$ cat config.mk
export PLATFORM = sky130hd
export DESIGN_NAME = pad_config_bank
export DESIGN_NICKNAME = d
export VERILOG_FILES = /design/src/pad_config_pkg.sv /design/src/pad_setup_cell.sv /design/src/pad_config_bank.sv
export VERILOG_INCLUDE_DIRS = /design/src
export SDC_FILE = /design/constraint.sdc
export NUM_CORES = 1
export LEC_CHECK = 0
export ABC_CLOCK_PERIOD_IN_PS = 3350
export CAP_MARGIN = 20
export CORE_AREA = 4 4 175 177
export DETAILED_ROUTE_END_ITERATION = 10
export DIE_AREA = 0 0 179 181
export DONT_BUFFER_PORTS = 1
export PLACE_DENSITY_LB_ADDON = 0.12
export SLEW_MARGIN = 20
export SYNTH_ARGS = -nofsm -noshare
export SYNTH_HDL_FRONTEND = slang
export SYNTH_SLANG_ARGS = --single-unit
$ cat constraint.sdc
create_clock -name aclk -period 3.35 [get_ports aclk]
set_clock_uncertainty 0.05 [all_clocks]
set_input_delay 0.5025 -clock aclk [delete_from_list [all_inputs] [get_ports aclk]]
set_output_delay 0.5025 -clock aclk [all_outputs]
set_load 0.05 [all_outputs]
$ cat src/pad_config_defines.svh
// Offsets, field positions and reset values of the pad setup registers
`ifndef PAD_CONFIG_DEFINES_SVH
`define PAD_CONFIG_DEFINES_SVH

// ==========================================================
// Register byte offsets
`define PAD12_SETUP_OFS 12'h030
`define PAD13_SETUP_OFS 12'h034
`define PAD14_SETUP_OFS 12'h038
`define PAD15_SETUP_OFS 12'h03c
`define PAD16_SETUP_OFS 12'h040
`define PAD17_SETUP_OFS 12'h044
`define PAD18_SETUP_OFS 12'h048
`define PAD19_SETUP_OFS 12'h04c
`define PAD20_SETUP_OFS 12'h050
`define PAD21_SETUP_OFS 12'h054
`define PAD22_SETUP_OFS 12'h058
`define PAD23_SETUP_OFS 12'h05c
`define PAD24_SETUP_OFS 12'h060
`define PAD25_SETUP_OFS 12'h064

// ==========================================================
// Field positions
`define FUNC_LSB 0
`define SRC_LSB 3
`define DRV_OFF_BIT 5
`define PULL_LSB 6
`define STRENGTH_LSB 8
`define SLEW_BIT 10
`define RX_EN_BIT 11
`define HYST_BIT 12
`define SETUP_W 13
// Bit 2 and bits 31:13 hold nothing
`define SETUP_MASK 13'h1ffb

// ==========================================================
// Reset values, pads 12 to 25
`define PAD12_RST 13'h0120
`define PAD13_RST 13'h0120
`define PAD14_RST 13'h0128
`define PAD15_RST 13'h0128
`define PAD16_RST 13'h0920
`define PAD17_RST 13'h0128
`define PAD18_RST 13'h0120
`define PAD19_RST 13'h09a0
`define PAD20_RST 13'h09a0
`define PAD21_RST 13'h0120
`define PAD22_RST 13'h0120
`define PAD23_RST 13'h0120
`define PAD24_RST 13'h0120
`define PAD25_RST 13'h0120

// ==========================================================
// Bus answers
`define RESP_OKAY 2'h0
`define RESP_SLVERR 2'h2

`endif

$ cat src/pad_config_pkg.sv
// Types shared by the pad setup bank
package pad_config_pkg;
  typedef enum logic [1:0] {
    SRC_OWN = 2'h0,
    SRC_OTHER = 2'h1,
    SRC_FABRIC = 2'h2,
    SRC_SPARE = 2'h3
  } out_src_type;

  typedef enum logic [1:0] {
    PULL_NONE = 2'h0,
    PULL_UP = 2'h1,
    PULL_DOWN = 2'h2,
    PULL_KEEP = 2'h3
  } pull_mode_type;
endpackage

$ cat src/pad_setup_cell.sv
// One pad's setup register with byte-lane writes
`timescale 1ns/1ns
`include "pad_config_defines.svh"
module pad_setup_cell #(
  parameter logic [12:0] RESET_VAL = 13'h0120
) (
  // Clock and reset
  input wire logic aclk,
  input wire logic aresetn,
  // Write port
  input wire logic wr_en,
  input wire logic [12:0] wdata,
  input wire logic [1:0] wstrb,
  // Stored setup
  output logic [12:0] setup_r
);
  logic [12:0] lane_mask;

  always_comb begin
    lane_mask = {{5{wstrb[1]}}, {8{wstrb[0]}}} & `SETUP_MASK;
  end

  // Unused bits never store a one
  always_ff @(posedge aclk) begin
    if (!aresetn) begin
      setup_r <= RESET_VAL & `SETUP_MASK;
    end else if (wr_en) begin
      setup_r <= (setup_r & ~lane_mask) | (wdata & lane_mask);
    end
  end
endmodule

$ cat src/pad_config_bank.sv
// Pad setup register bank for pads 12 to 25 with AXI4-Lite access
//
// Local design decision: register access over AXI4-Lite.
`timescale 1ns/1ns
`include "pad_config_defines.svh"

module pad_config_bank
  import pad_config_pkg::*;
#(
  parameter int NPADS = 14,
  parameter int ADDR_W = 12
) (
  // Clock and reset
  input wire logic aclk,
  input wire logic aresetn,
  // Write address channel
  input wire logic awvalid,
  output logic awready,
  input wire logic [ADDR_W-1:0] awaddr,
  input wire logic [2:0] awprot,
  // Write data channel
  input wire logic wvalid,
  output logic wready,
  input wire logic [31:0] wdata,
  input wire logic [3:0] wstrb,
  // Write response channel
  output logic bvalid,
  input wire logic bready,
  output logic [1:0] bresp,
  // Read address channel
  input wire logic arvalid,
  output logic arready,
  input wire logic [ADDR_W-1:0] araddr,
  input wire logic [2:0] arprot,
  // Read data channel
  output logic rvalid,
  input wire logic rready,
  output logic [31:0] rdata,
  output logic [1:0] rresp,
  // Output sources, same clock
  input wire logic [NPADS-1:0][3:0] func_dout,
  input wire logic [NPADS-1:0] other_dout,
  input wire logic [NPADS-1:0] other_oe_n,
  input wire logic [NPADS-1:0] fabric_dout,
  input wire logic [NPADS-1:0] fabric_oe_n,
  // Pin levels, asynchronous
  input wire logic [NPADS-1:0] pad_din,
  // Pad drive
  output logic [NPADS-1:0] pad_dout,
  output logic [NPADS-1:0] pad_oe_n,
  output logic [NPADS-1:0] rx_data,
  // Pad cell controls
  output logic [NPADS-1:0][1:0] pad_function_choice,
  output logic [NPADS-1:0][1:0] out_src_sel,
  output logic [NPADS-1:0] output_drive_off_n,
  output logic [NPADS-1:0][1:0] pull_mode,
  output logic [NPADS-1:0][1:0] drive_strength,
  output logic [NPADS-1:0] slew_rate_fast,
  output logic [NPADS-1:0] rx_enable,
  output logic [NPADS-1:0] hysteresis_on
);
  localparam int IDX_W = 4;
  localparam logic [12:0] RST_TAB [14] = '{
    `PAD12_RST, `PAD13_RST, `PAD14_RST, `PAD15_RST, `PAD16_RST,
    `PAD17_RST, `PAD18_RST, `PAD19_RST, `PAD20_RST, `PAD21_RST,
    `PAD22_RST, `PAD23_RST, `PAD24_RST, `PAD25_RST
  };
  localparam logic [ADDR_W-1:0] FIRST_OFS = ADDR_W'(`PAD12_SETUP_OFS);
  localparam logic [ADDR_W-1:0] LAST_OFS = ADDR_W'(`PAD25_SETUP_OFS);

  // ==========================================================
  // Write channel capture
  logic aw_held_r;
  logic w_held_r;
  logic [ADDR_W-1:0] aw_addr_r;
  logic [12:0] w_data_r;
  logic [1:0] w_strb_r;
  logic bvalid_r;
  logic [1:0] bresp_r;
  logic wr_go;
  logic wr_hit;
  logic [IDX_W-1:0] wr_idx;
  logic [ADDR_W-1:0] wr_diff;

  assign awready = !aw_held_r;
  assign wready = !w_held_r;
  assign bvalid = bvalid_r;
  assign bresp = bresp_r;
  // Address and data may arrive in either order
  assign wr_go = aw_held_r && w_held_r && !bvalid_r;

  always_comb begin
    wr_diff = aw_addr_r - FIRST_OFS;
    wr_idx = wr_diff[IDX_W+1:2];
    wr_hit = (aw_addr_r >= FIRST_OFS) && (aw_addr_r <= LAST_OFS) &&
             (aw_addr_r[1:0] == 2'h0);
  end

  always_ff @(posedge aclk) begin
    if (!aresetn) begin
      aw_held_r <= 1'b0;
      aw_addr_r <= '0;
    end else if (awvalid && awready) begin
      aw_held_r <= 1'b1;
      aw_addr_r <= awaddr;
    end else if (wr_go) begin
      aw_held_r <= 1'b0;
    end
  end

  // Only the low 13 data bits can ever be stored
  always_ff @(posedge aclk) begin
    if (!aresetn) begin
      w_held_r <= 1'b0;
      w_data_r <= '0;
      w_strb_r <= '0;
    end else if (wvalid && wready) begin
      w_held_r <= 1'b1;
      w_data_r <= wdata[12:0];
      w_strb_r <= wstrb[1:0];
    end else if (wr_go) begin
      w_held_r <= 1'b0;
    end
  end

  always_ff @(posedge aclk) begin
    if (!aresetn) begin
      bvalid_r <= 1'b0;
      bresp_r <= `RESP_OKAY;
    end else if (wr_go) begin
      bvalid_r <= 1'b1;
      bresp_r <= wr_hit ? `RESP_OKAY : `RESP_SLVERR;
    end else if (bready) begin
      bvalid_r <= 1'b0;
    end
  end

  // ==========================================================
  // Setup registers
  logic [12:0] cfg [NPADS];

  genvar g;
  generate
    for (g = 0; g < NPADS; g++) begin : g_pad
      // Stored value drives the pad controls from the next cycle on
      pad_setup_cell #(
        .RESET_VAL(RST_TAB[g])
      ) u_cell (
        .aclk(aclk),
        .aresetn(aresetn),
        .wr_en(wr_go && wr_hit && (wr_idx == IDX_W'(g))),
        .wdata(w_data_r),
        .wstrb(w_strb_r),
        .setup_r(cfg[g])
      );
      assign pad_function_choice[g] = cfg[g][`FUNC_LSB+:2];
      assign out_src_sel[g] = cfg[g][`SRC_LSB+:2];
      assign output_drive_off_n[g] = cfg[g][`DRV_OFF_BIT];
      assign pull_mode[g] = cfg[g][`PULL_LSB+:2];
      assign drive_strength[g] = cfg[g][`STRENGTH_LSB+:2];
      assign slew_rate_fast[g] = cfg[g][`SLEW_BIT];
      assign rx_enable[g] = cfg[g][`RX_EN_BIT];
      assign hysteresis_on[g] = cfg[g][`HYST_BIT];
    end
  endgenerate

  // ==========================================================
  // Read channel
  logic rvalid_r;
  logic [31:0] rdata_r;
  logic [1:0] rresp_r;
  logic rd_hit;
  logic [IDX_W-1:0] rd_idx;
  logic [ADDR_W-1:0] rd_diff;

  assign arready = !rvalid_r;
  assign rvalid = rvalid_r;
  assign rdata = rdata_r;
  assign rresp = rresp_r;

  always_comb begin
    rd_diff = araddr - FIRST_OFS;
    rd_idx = rd_diff[IDX_W+1:2];
    rd_hit = (araddr >= FIRST_OFS) && (araddr <= LAST_OFS) &&
             (araddr[1:0] == 2'h0);
  end

  always_ff @(posedge aclk) begin
    if (!aresetn) begin
      rvalid_r <= 1'b0;
      rdata_r <= 32'h0000_0000;
      rresp_r <= `RESP_OKAY;
    end else if (arvalid && arready) begin
      rvalid_r <= 1'b1;
      // Upper bits are zero-filled; unmapped reads give zero data
      rdata_r <= rd_hit ? {19'h0, cfg[rd_idx]} : 32'h0000_0000;
      rresp_r <= rd_hit ? `RESP_OKAY : `RESP_SLVERR;
    end else if (rready) begin
      rvalid_r <= 1'b0;
    end
  end

  // ==========================================================
  // Output path selection
  logic [NPADS-1:0] sync1_r;
  logic [NPADS-1:0] sync2_r;

  always_ff @(posedge aclk) begin
    if (!aresetn) begin
      pad_dout <= '0;
      pad_oe_n <= '1;
    end else begin
      for (int i = 0; i < NPADS; i++) begin
        case (out_src_type'(out_src_sel[i]))
          SRC_OWN: begin
            pad_dout[i] <= func_dout[i][pad_function_choice[i]];
            pad_oe_n[i] <= output_drive_off_n[i];
          end
          SRC_OTHER: begin
            pad_dout[i] <= other_dout[i];
            pad_oe_n[i] <= other_oe_n[i];
          end
          SRC_FABRIC: begin
            pad_dout[i] <= fabric_dout[i];
            pad_oe_n[i] <= fabric_oe_n[i];
          end
          default: begin
            // Spare code: keep the pin safe rather than guess a source
            pad_dout[i] <= 1'b0;
            pad_oe_n[i] <= 1'b1;
          end
        endcase
      end
    end
  end

  // ==========================================================
  // Input receiver
  always_ff @(posedge aclk) begin
    if (!aresetn) begin
      sync1_r <= '0;
      sync2_r <= '0;
    end else begin
      sync1_r <= pad_din;
      sync2_r <= sync1_r;
    end
  end

  always_ff @(posedge aclk) begin
    if (!aresetn) begin
      rx_data <= '0;
    end else begin
      rx_data <= sync2_r & rx_enable;
    end
  end

  generate
    for (g = 0; g < NPADS; g++) begin : g_chk

    end
  endgenerate
endmodule

== Word-level counts from Yosys, hierarchy flattened ==
Index checks and enable logic that the tools add are counted.
Cells by class
  reductions and logical operators: 49
  multiplexer cells: 69
  magnitude comparators: 19
  add/subtract/negate cells: 2
  eq/ne operators: 41
  bitwise logic cells: 32
Operator list (count)
  $and 13x13->13: 15
  $or 13x13->13: 14
  $pmux 1 s3: 28
  $bmux 13 s4: 1
  $lt 2x3->1 const B: 14
  $mux 13: 3
  $logic_not 2->1: 16
  $bmux 1 s2: 14
  $eq 2x1->1 const B: 14
  $eq 2x2->1 const B: 14
  $eq 4x4->1 const B: 6
  $ge 12x6->1 const B: 2
  $le 12x7->1 const B: 2
  $logic_and 1x1->1: 24
  $mux 1: 21
  $eq 4x3->1 const B: 4
  $and 14x14->14: 1
  $not 13->13: 1
  $sub 6x6->6 const B: 2
  $eq 4x2->1 const B: 2
  $reduce_bool 2->1: 4
  $ge 5x5->1 const B: 1
  $not 4->5: 1
  $eq 4x1->1 const B: 1
  other kinds (3): 7
Word-level totals
  register bits: 319
  output and inout port bits: 251
  bits of input ports: 199

== Logic depth before layout (Yosys ltp) ==
  word-level depth: 6
  mapped depth: 11

== By module ==
From an unflattened synthesis, not the netlist that was laid out.
Unflattened totals
  cells, all modules: 1506
  area, all modules: 13584.3 sq um
Modules (own cells, without submodules)
  pad_config_bank: cells each 717, times used 1, seq. area each 2322.2 sq um, area each 6570.1 sq um
  pad_setup_cell at g_pad[0].u_cell ...: cells each 56, times used 8, seq. area each 240.2 sq um, area each 484.2 sq um
  pad_setup_cell at g_pad[2].u_cell ...: cells each 57, times used 3, seq. area each 240.2 sq um, area each 525.5 sq um
  pad_setup_cell at g_pad[7].u_cell ...: cells each 57, times used 2, seq. area each 240.2 sq um, area each 518.0 sq um
  pad_setup_cell at g_pad[4].u_cell: cells each 56, times used 1, seq. area each 240.2 sq um, area each 528.0 sq um

== Worst setup path before layout ==
Ideal clock, no wire load.
  path kind: input-to-reg
  from: input araddr[4]
  to: register rdata_r[11] (netlist: rdata[11])
  path slack: 0.381 ns
  buffers on the path: 4
  stages on the path: 10
  arrival: 2.793 ns
  required time: 3.175 ns
  library setup time: 0.125 ns
  cells stage by stage: buf_2 -> buf_2 -> buf_2 -> inv_1 -> ha_1 -> clkbuf_1 -> mux4_2 -> nor2b_1 -> a311oi_1 -> o31ai_1
Between the ends
  word-level cells in the longest chain between the ends: 6
Ends and longest elaborated chain
  start: declaration: line pad_config_bank.sv:33  | input wire logic [ADDR_W-1:0] araddr,
  $sub 6x6->6: line pad_config_bank.sv:182  | rd_diff = araddr - FIRST_OFS;
  $not 4->5 (implied by the code): line pad_config_bank.sv:196  | rdata_r <= rd_hit ? {19'h0, cfg[rd_idx]} : 32'h0000_0000;
  $bmux 13 s4: line pad_config_bank.sv:196
  $mux 13 (implied by the code) (2 in series): line pad_config_bank.sv:196
  $mux 13 (*): line pad_config_bank.sv:196
  end signal: assignment: line pad_config_bank.sv:196
  end: declaration: line pad_config_bank.sv:170  | logic [31:0] rdata_r;
Every way passes the cells marked *; elsewhere a longest branch is shown, timed or not. The select of a mux whose other input is x is not followed.
A chain may end at the register's enable or synchronous reset.

== Final worst setup path ==
  from: register aw_addr_r[8]
  to: register g_pad[7].u_cell.setup_r[5]
Between the ends
  word-level cells in the longest chain between the ends: 5
Ends and longest elaborated chain
  start: declaration: line pad_config_bank.sv:75  | logic [ADDR_W-1:0] aw_addr_r;
  start signal: assignment: line pad_config_bank.sv:105  | aw_addr_r <= awaddr;
  $ge 12x6->1 or $le 12x7->1 (tied branches): line pad_config_bank.sv:95  | wr_hit = (aw_addr_r >= FIRST_OFS) && (aw_addr_r <= LAST_OFS) &&
  $logic_and 1x1->1 (*) (2 in series): line pad_config_bank.sv:95
  $logic_and 1x1->1 (*) (2 in series): line pad_config_bank.sv:151  | .wr_en(wr_go && wr_hit && (wr_idx == IDX_W'(g))),
  end signal: assignment: line pad_setup_cell.sv:26  | setup_r <= RESET_VAL & `SETUP_MASK;
  end signal: assignment: line pad_setup_cell.sv:28  | setup_r <= (setup_r & ~lane_mask) | (wdata & lane_mask);
  end: declaration: line pad_setup_cell.sv:15  | output logic [12:0] setup_r
Every way passes the cells marked *; elsewhere a longest branch is shown, timed or not.

==> out/metrics.yaml <==
synthesis:
  synth_warnings: 0
  ys_ff_latch: 282
  synth_top_family_by_area: "multiplexers"
  syn_area_per_cell_um2: 10.07
  async_reset_ff_frac: 0
  synth_compound_area_frac: 0.08732
  synth_area_um2: 12480
  synth_top_flop_cell: "dfxtp_1"
  synthAdderAreaFrac: 0.002005
  synth_seq_area_share: 0.4523
  synth_edf_count: 0
  synth_cell_type_count: 46
  synthCells: 1239
  synth_xor_area_frac: 0
  muxShareOfSynthArea: 0.2164
  synth-simple-area-share: 0.1958
place:
  dp_hpwl_mm: 27.48
  dp_cells: 1559
  gp_congestion: 0.7541
  numPortBuffers: 0
die:
  die_y_um: 181
  pin_count: 450
  dieArea_um2: 32400
  start_util: 0.4268
  rows: 63
  coreArea_um2: 29240
  die-width_um: 179
critical_path:
  endpoint_kind: "flop"
  path_delay_family: "simple AND/OR/NAND/NOR gates"
  cpMaxStageDelayCell: "and4_1"
  worstPathRequired_ns: 3.75
  slowest_delay_ns: 0.71
  worst_setup_path_start_kind: "flop"
  crit_buf_inv: 0
  crit_type: "flop to flop"
  crit_arrival_ns: 3.04
  critPathMaxFanout: 17
  crit_chain: "nor4_4 -> and4_1 -> nand3b_1 -> mux2i_1 -> nand2_1"
timing:
  fin_crit_sh: 0.7870
  rsz0062_at_grt: "false"
  tightestPinTransition_ns: 0.8131
  setup_tns_ns: 0
  max_freq_mhz: 379.3
  min_period_ns: 2.636
  setup_viol: 0
  maxSlewHeadroom: 0.4539
  hold_violations: 0
  finalMaxSlewViolations: 0
route:
  avgRoutedWirePerCell_um: 24.47
  via_per_inst: 5.489
  vias: 8958
  drt.antenna.violating_nets: 0
  dr.pass1.iters: 5
  drc: 0
  drt_iter0_drc: 495
  finalWirelength_mm: 39.94
final_layout:
  synthToLayoutAreaGrowth_pct: 11.50
  nNetsFinal: 1418
  layout-drive-gt1-share: 0.09911
  seq_area_um2: 5645
  post-route-util: 0.4758
  fillers: 2724
  stdcell_count: 1632
  multi_input_area_um2: 6355
power:
  p_leak_nw: 5.238
  ir_worst_vdd_mv: 0.3431
  p_total_mw: 7.425
  p_per_area_nw_per_um2: 533.6
cts:
  cts_tree: "done"
  cts_setup_buffers: 0
  cts_max_path_buffers: 3
  clock_latency_ns: 0.57
  clkTransAtPathRegs_ns: 0.06
  numCtsBuffers: 31
  cts_root_buf: "clkbuf_16"
  cts.sinks: 282
  h-tree-depth: 1
job:
  maxCapViolations: 0
global_routing:
  grt_pass1_vias: 8593
  grt_max_degree: 249
  grt_use_total: 0.2328
  grt_pass1_wl_mm: 57.42
  antenna_found_initial: 0
  grt-ovfl-total: 0
worst_hold_path:
  min_path_type: "primary input to flop"
status:
  outcome: "finished, final reports clean"
-- layout make-up --
cell class / count / share of cell area
multi-input combinational: 854 / 0.4567
sequential: 282 / 0.4057
clock buffer: 43 / 0.06402
tap: 390 / 0.03507
timing repair buffer: 33 / 0.02122
clock inverter: 14 / 0.01313
inverter: 15 / 0.004046
antenna: 1 / 0.0001798
-- layer usage --
metal / up-vias / share of wire / wire length (um) / track usage
met5: - / 0 / 0 / 0
met4: 0 / 0.022 / 884 / 0.05158
met3: 55 / 0.093 / 3722 / 0.07261
met2: 334 / 0.49 / 19410 / 0.3944
met1: 4282 / 0.40 / 15930 / 0.2905
li1: 4287 / - / - / -
-- synth_stat cells, drive strengths merged (2+ instances only) --
library cell  number  area (um^2)
dfxtp            282         5645
o21ai             94        470.5
and3              16        100.1
clkbuf            64        240.2
and3b              3        26.28
and2              43        269.0
or4                3        22.52
nand2            134        503.0
mux4              39        878.3
a21oi             11        55.05
o211ai            11        82.58
mux2i            181         1812
buf               45        275.3
a21boi            31        232.7
nor2               9        33.78
inv               15        56.30
nand3             35        175.2
and4               2        17.52
nand2b             5        31.28
nor4               4        85.08
nand4             15        108.9
a211oi            14        105.1
o22ai             11        68.82
ha                 2        25.02
nor3b             15        112.6
nor3               6        67.56
nor2b            121        757.0
nand3b            15        112.6
-- path summary, 6_finish.rpt --
kind / start / to / slack [ns] / cells past startpoint
setup / recovery: aw_addr_r[8]$_SDFFE_PN0P_ / g_pad[7].u_cell.setup_r[5]$_SDFFE_PN1P_ / 0.71 / 5
hold / removal: pad_din[0] / sync1_r[0]$_SDFF_PN0_ / 0.02 / 1
setup reg to reg: aw_addr_r[8]$_SDFFE_PN0P_ / g_pad[7].u_cell.setup_r[5]$_SDFFE_PN1P_ / 0.71 / 5
hold reg to reg: sync1_r[6]$_SDFF_PN0_ / sync2_r[6]$_SDFF_PN0_ / 0.38 / 1
-- stage by stage --
step	worst slack, ns	cell area (um^2)	hold WS, ns
global route	0.4780	13910	0.005172
CTS	0.7026	13910	0.0002376
floorplan	0.3814	12560	0.3619
finish	0.7137	13920	0.02221
global placement	0.7983	12680	0.3637
detailed placement	0.7137	12680	0.3669
-- where the power goes --
group,internal [mW],switching (mW)
sequential,3.41,0.130
clock,2.16,1.40
combinational,0.137,0.197
-- placed cells by master (no fill, tap or decap), types with 15 or more instances in the layout --
master	n
dfxtp_1	282
mux2i_1	181
nand2_1	134
nor2b_1	121
o21ai_0	94
and2_1	43
mux4_2	39
nand3_1	35
a21boi_0	31
clkbuf_16	31
conb_1	22
buf_4	18
and3_1	16
inv_1	15
nand3b_1	15
nor3b_1	15
-- state kept, by name, indices dropped and copies added, names as in the netlist, 14 cells and up --
| signal | flops |
|---|---|
| g_pad.u_cell.setup_r | 168 |
| pad_dout | 14 |
| pad_oe_n | 14 |
| rx_data | 14 |
| sync1_r | 14 |
| sync2_r | 14 |
-- repair_timing --
| item | 4_1_cts | 5_1_grt |
|---|---|---|
| endpoints found under the hold margin | 51 | 0 |
| resized for setup | 0 | 0 |
| hold buffers | 15 | 0 |
-- kinds of logic after synthesis --
logic type,after synthesis
buffers and inverters,124
adders and majority gates,2
AOI/OAI and AO/OA,180
and+or+nand+nor,429
DFF,282
other,1
muxes,221
(Power assumes the default switching activity.)
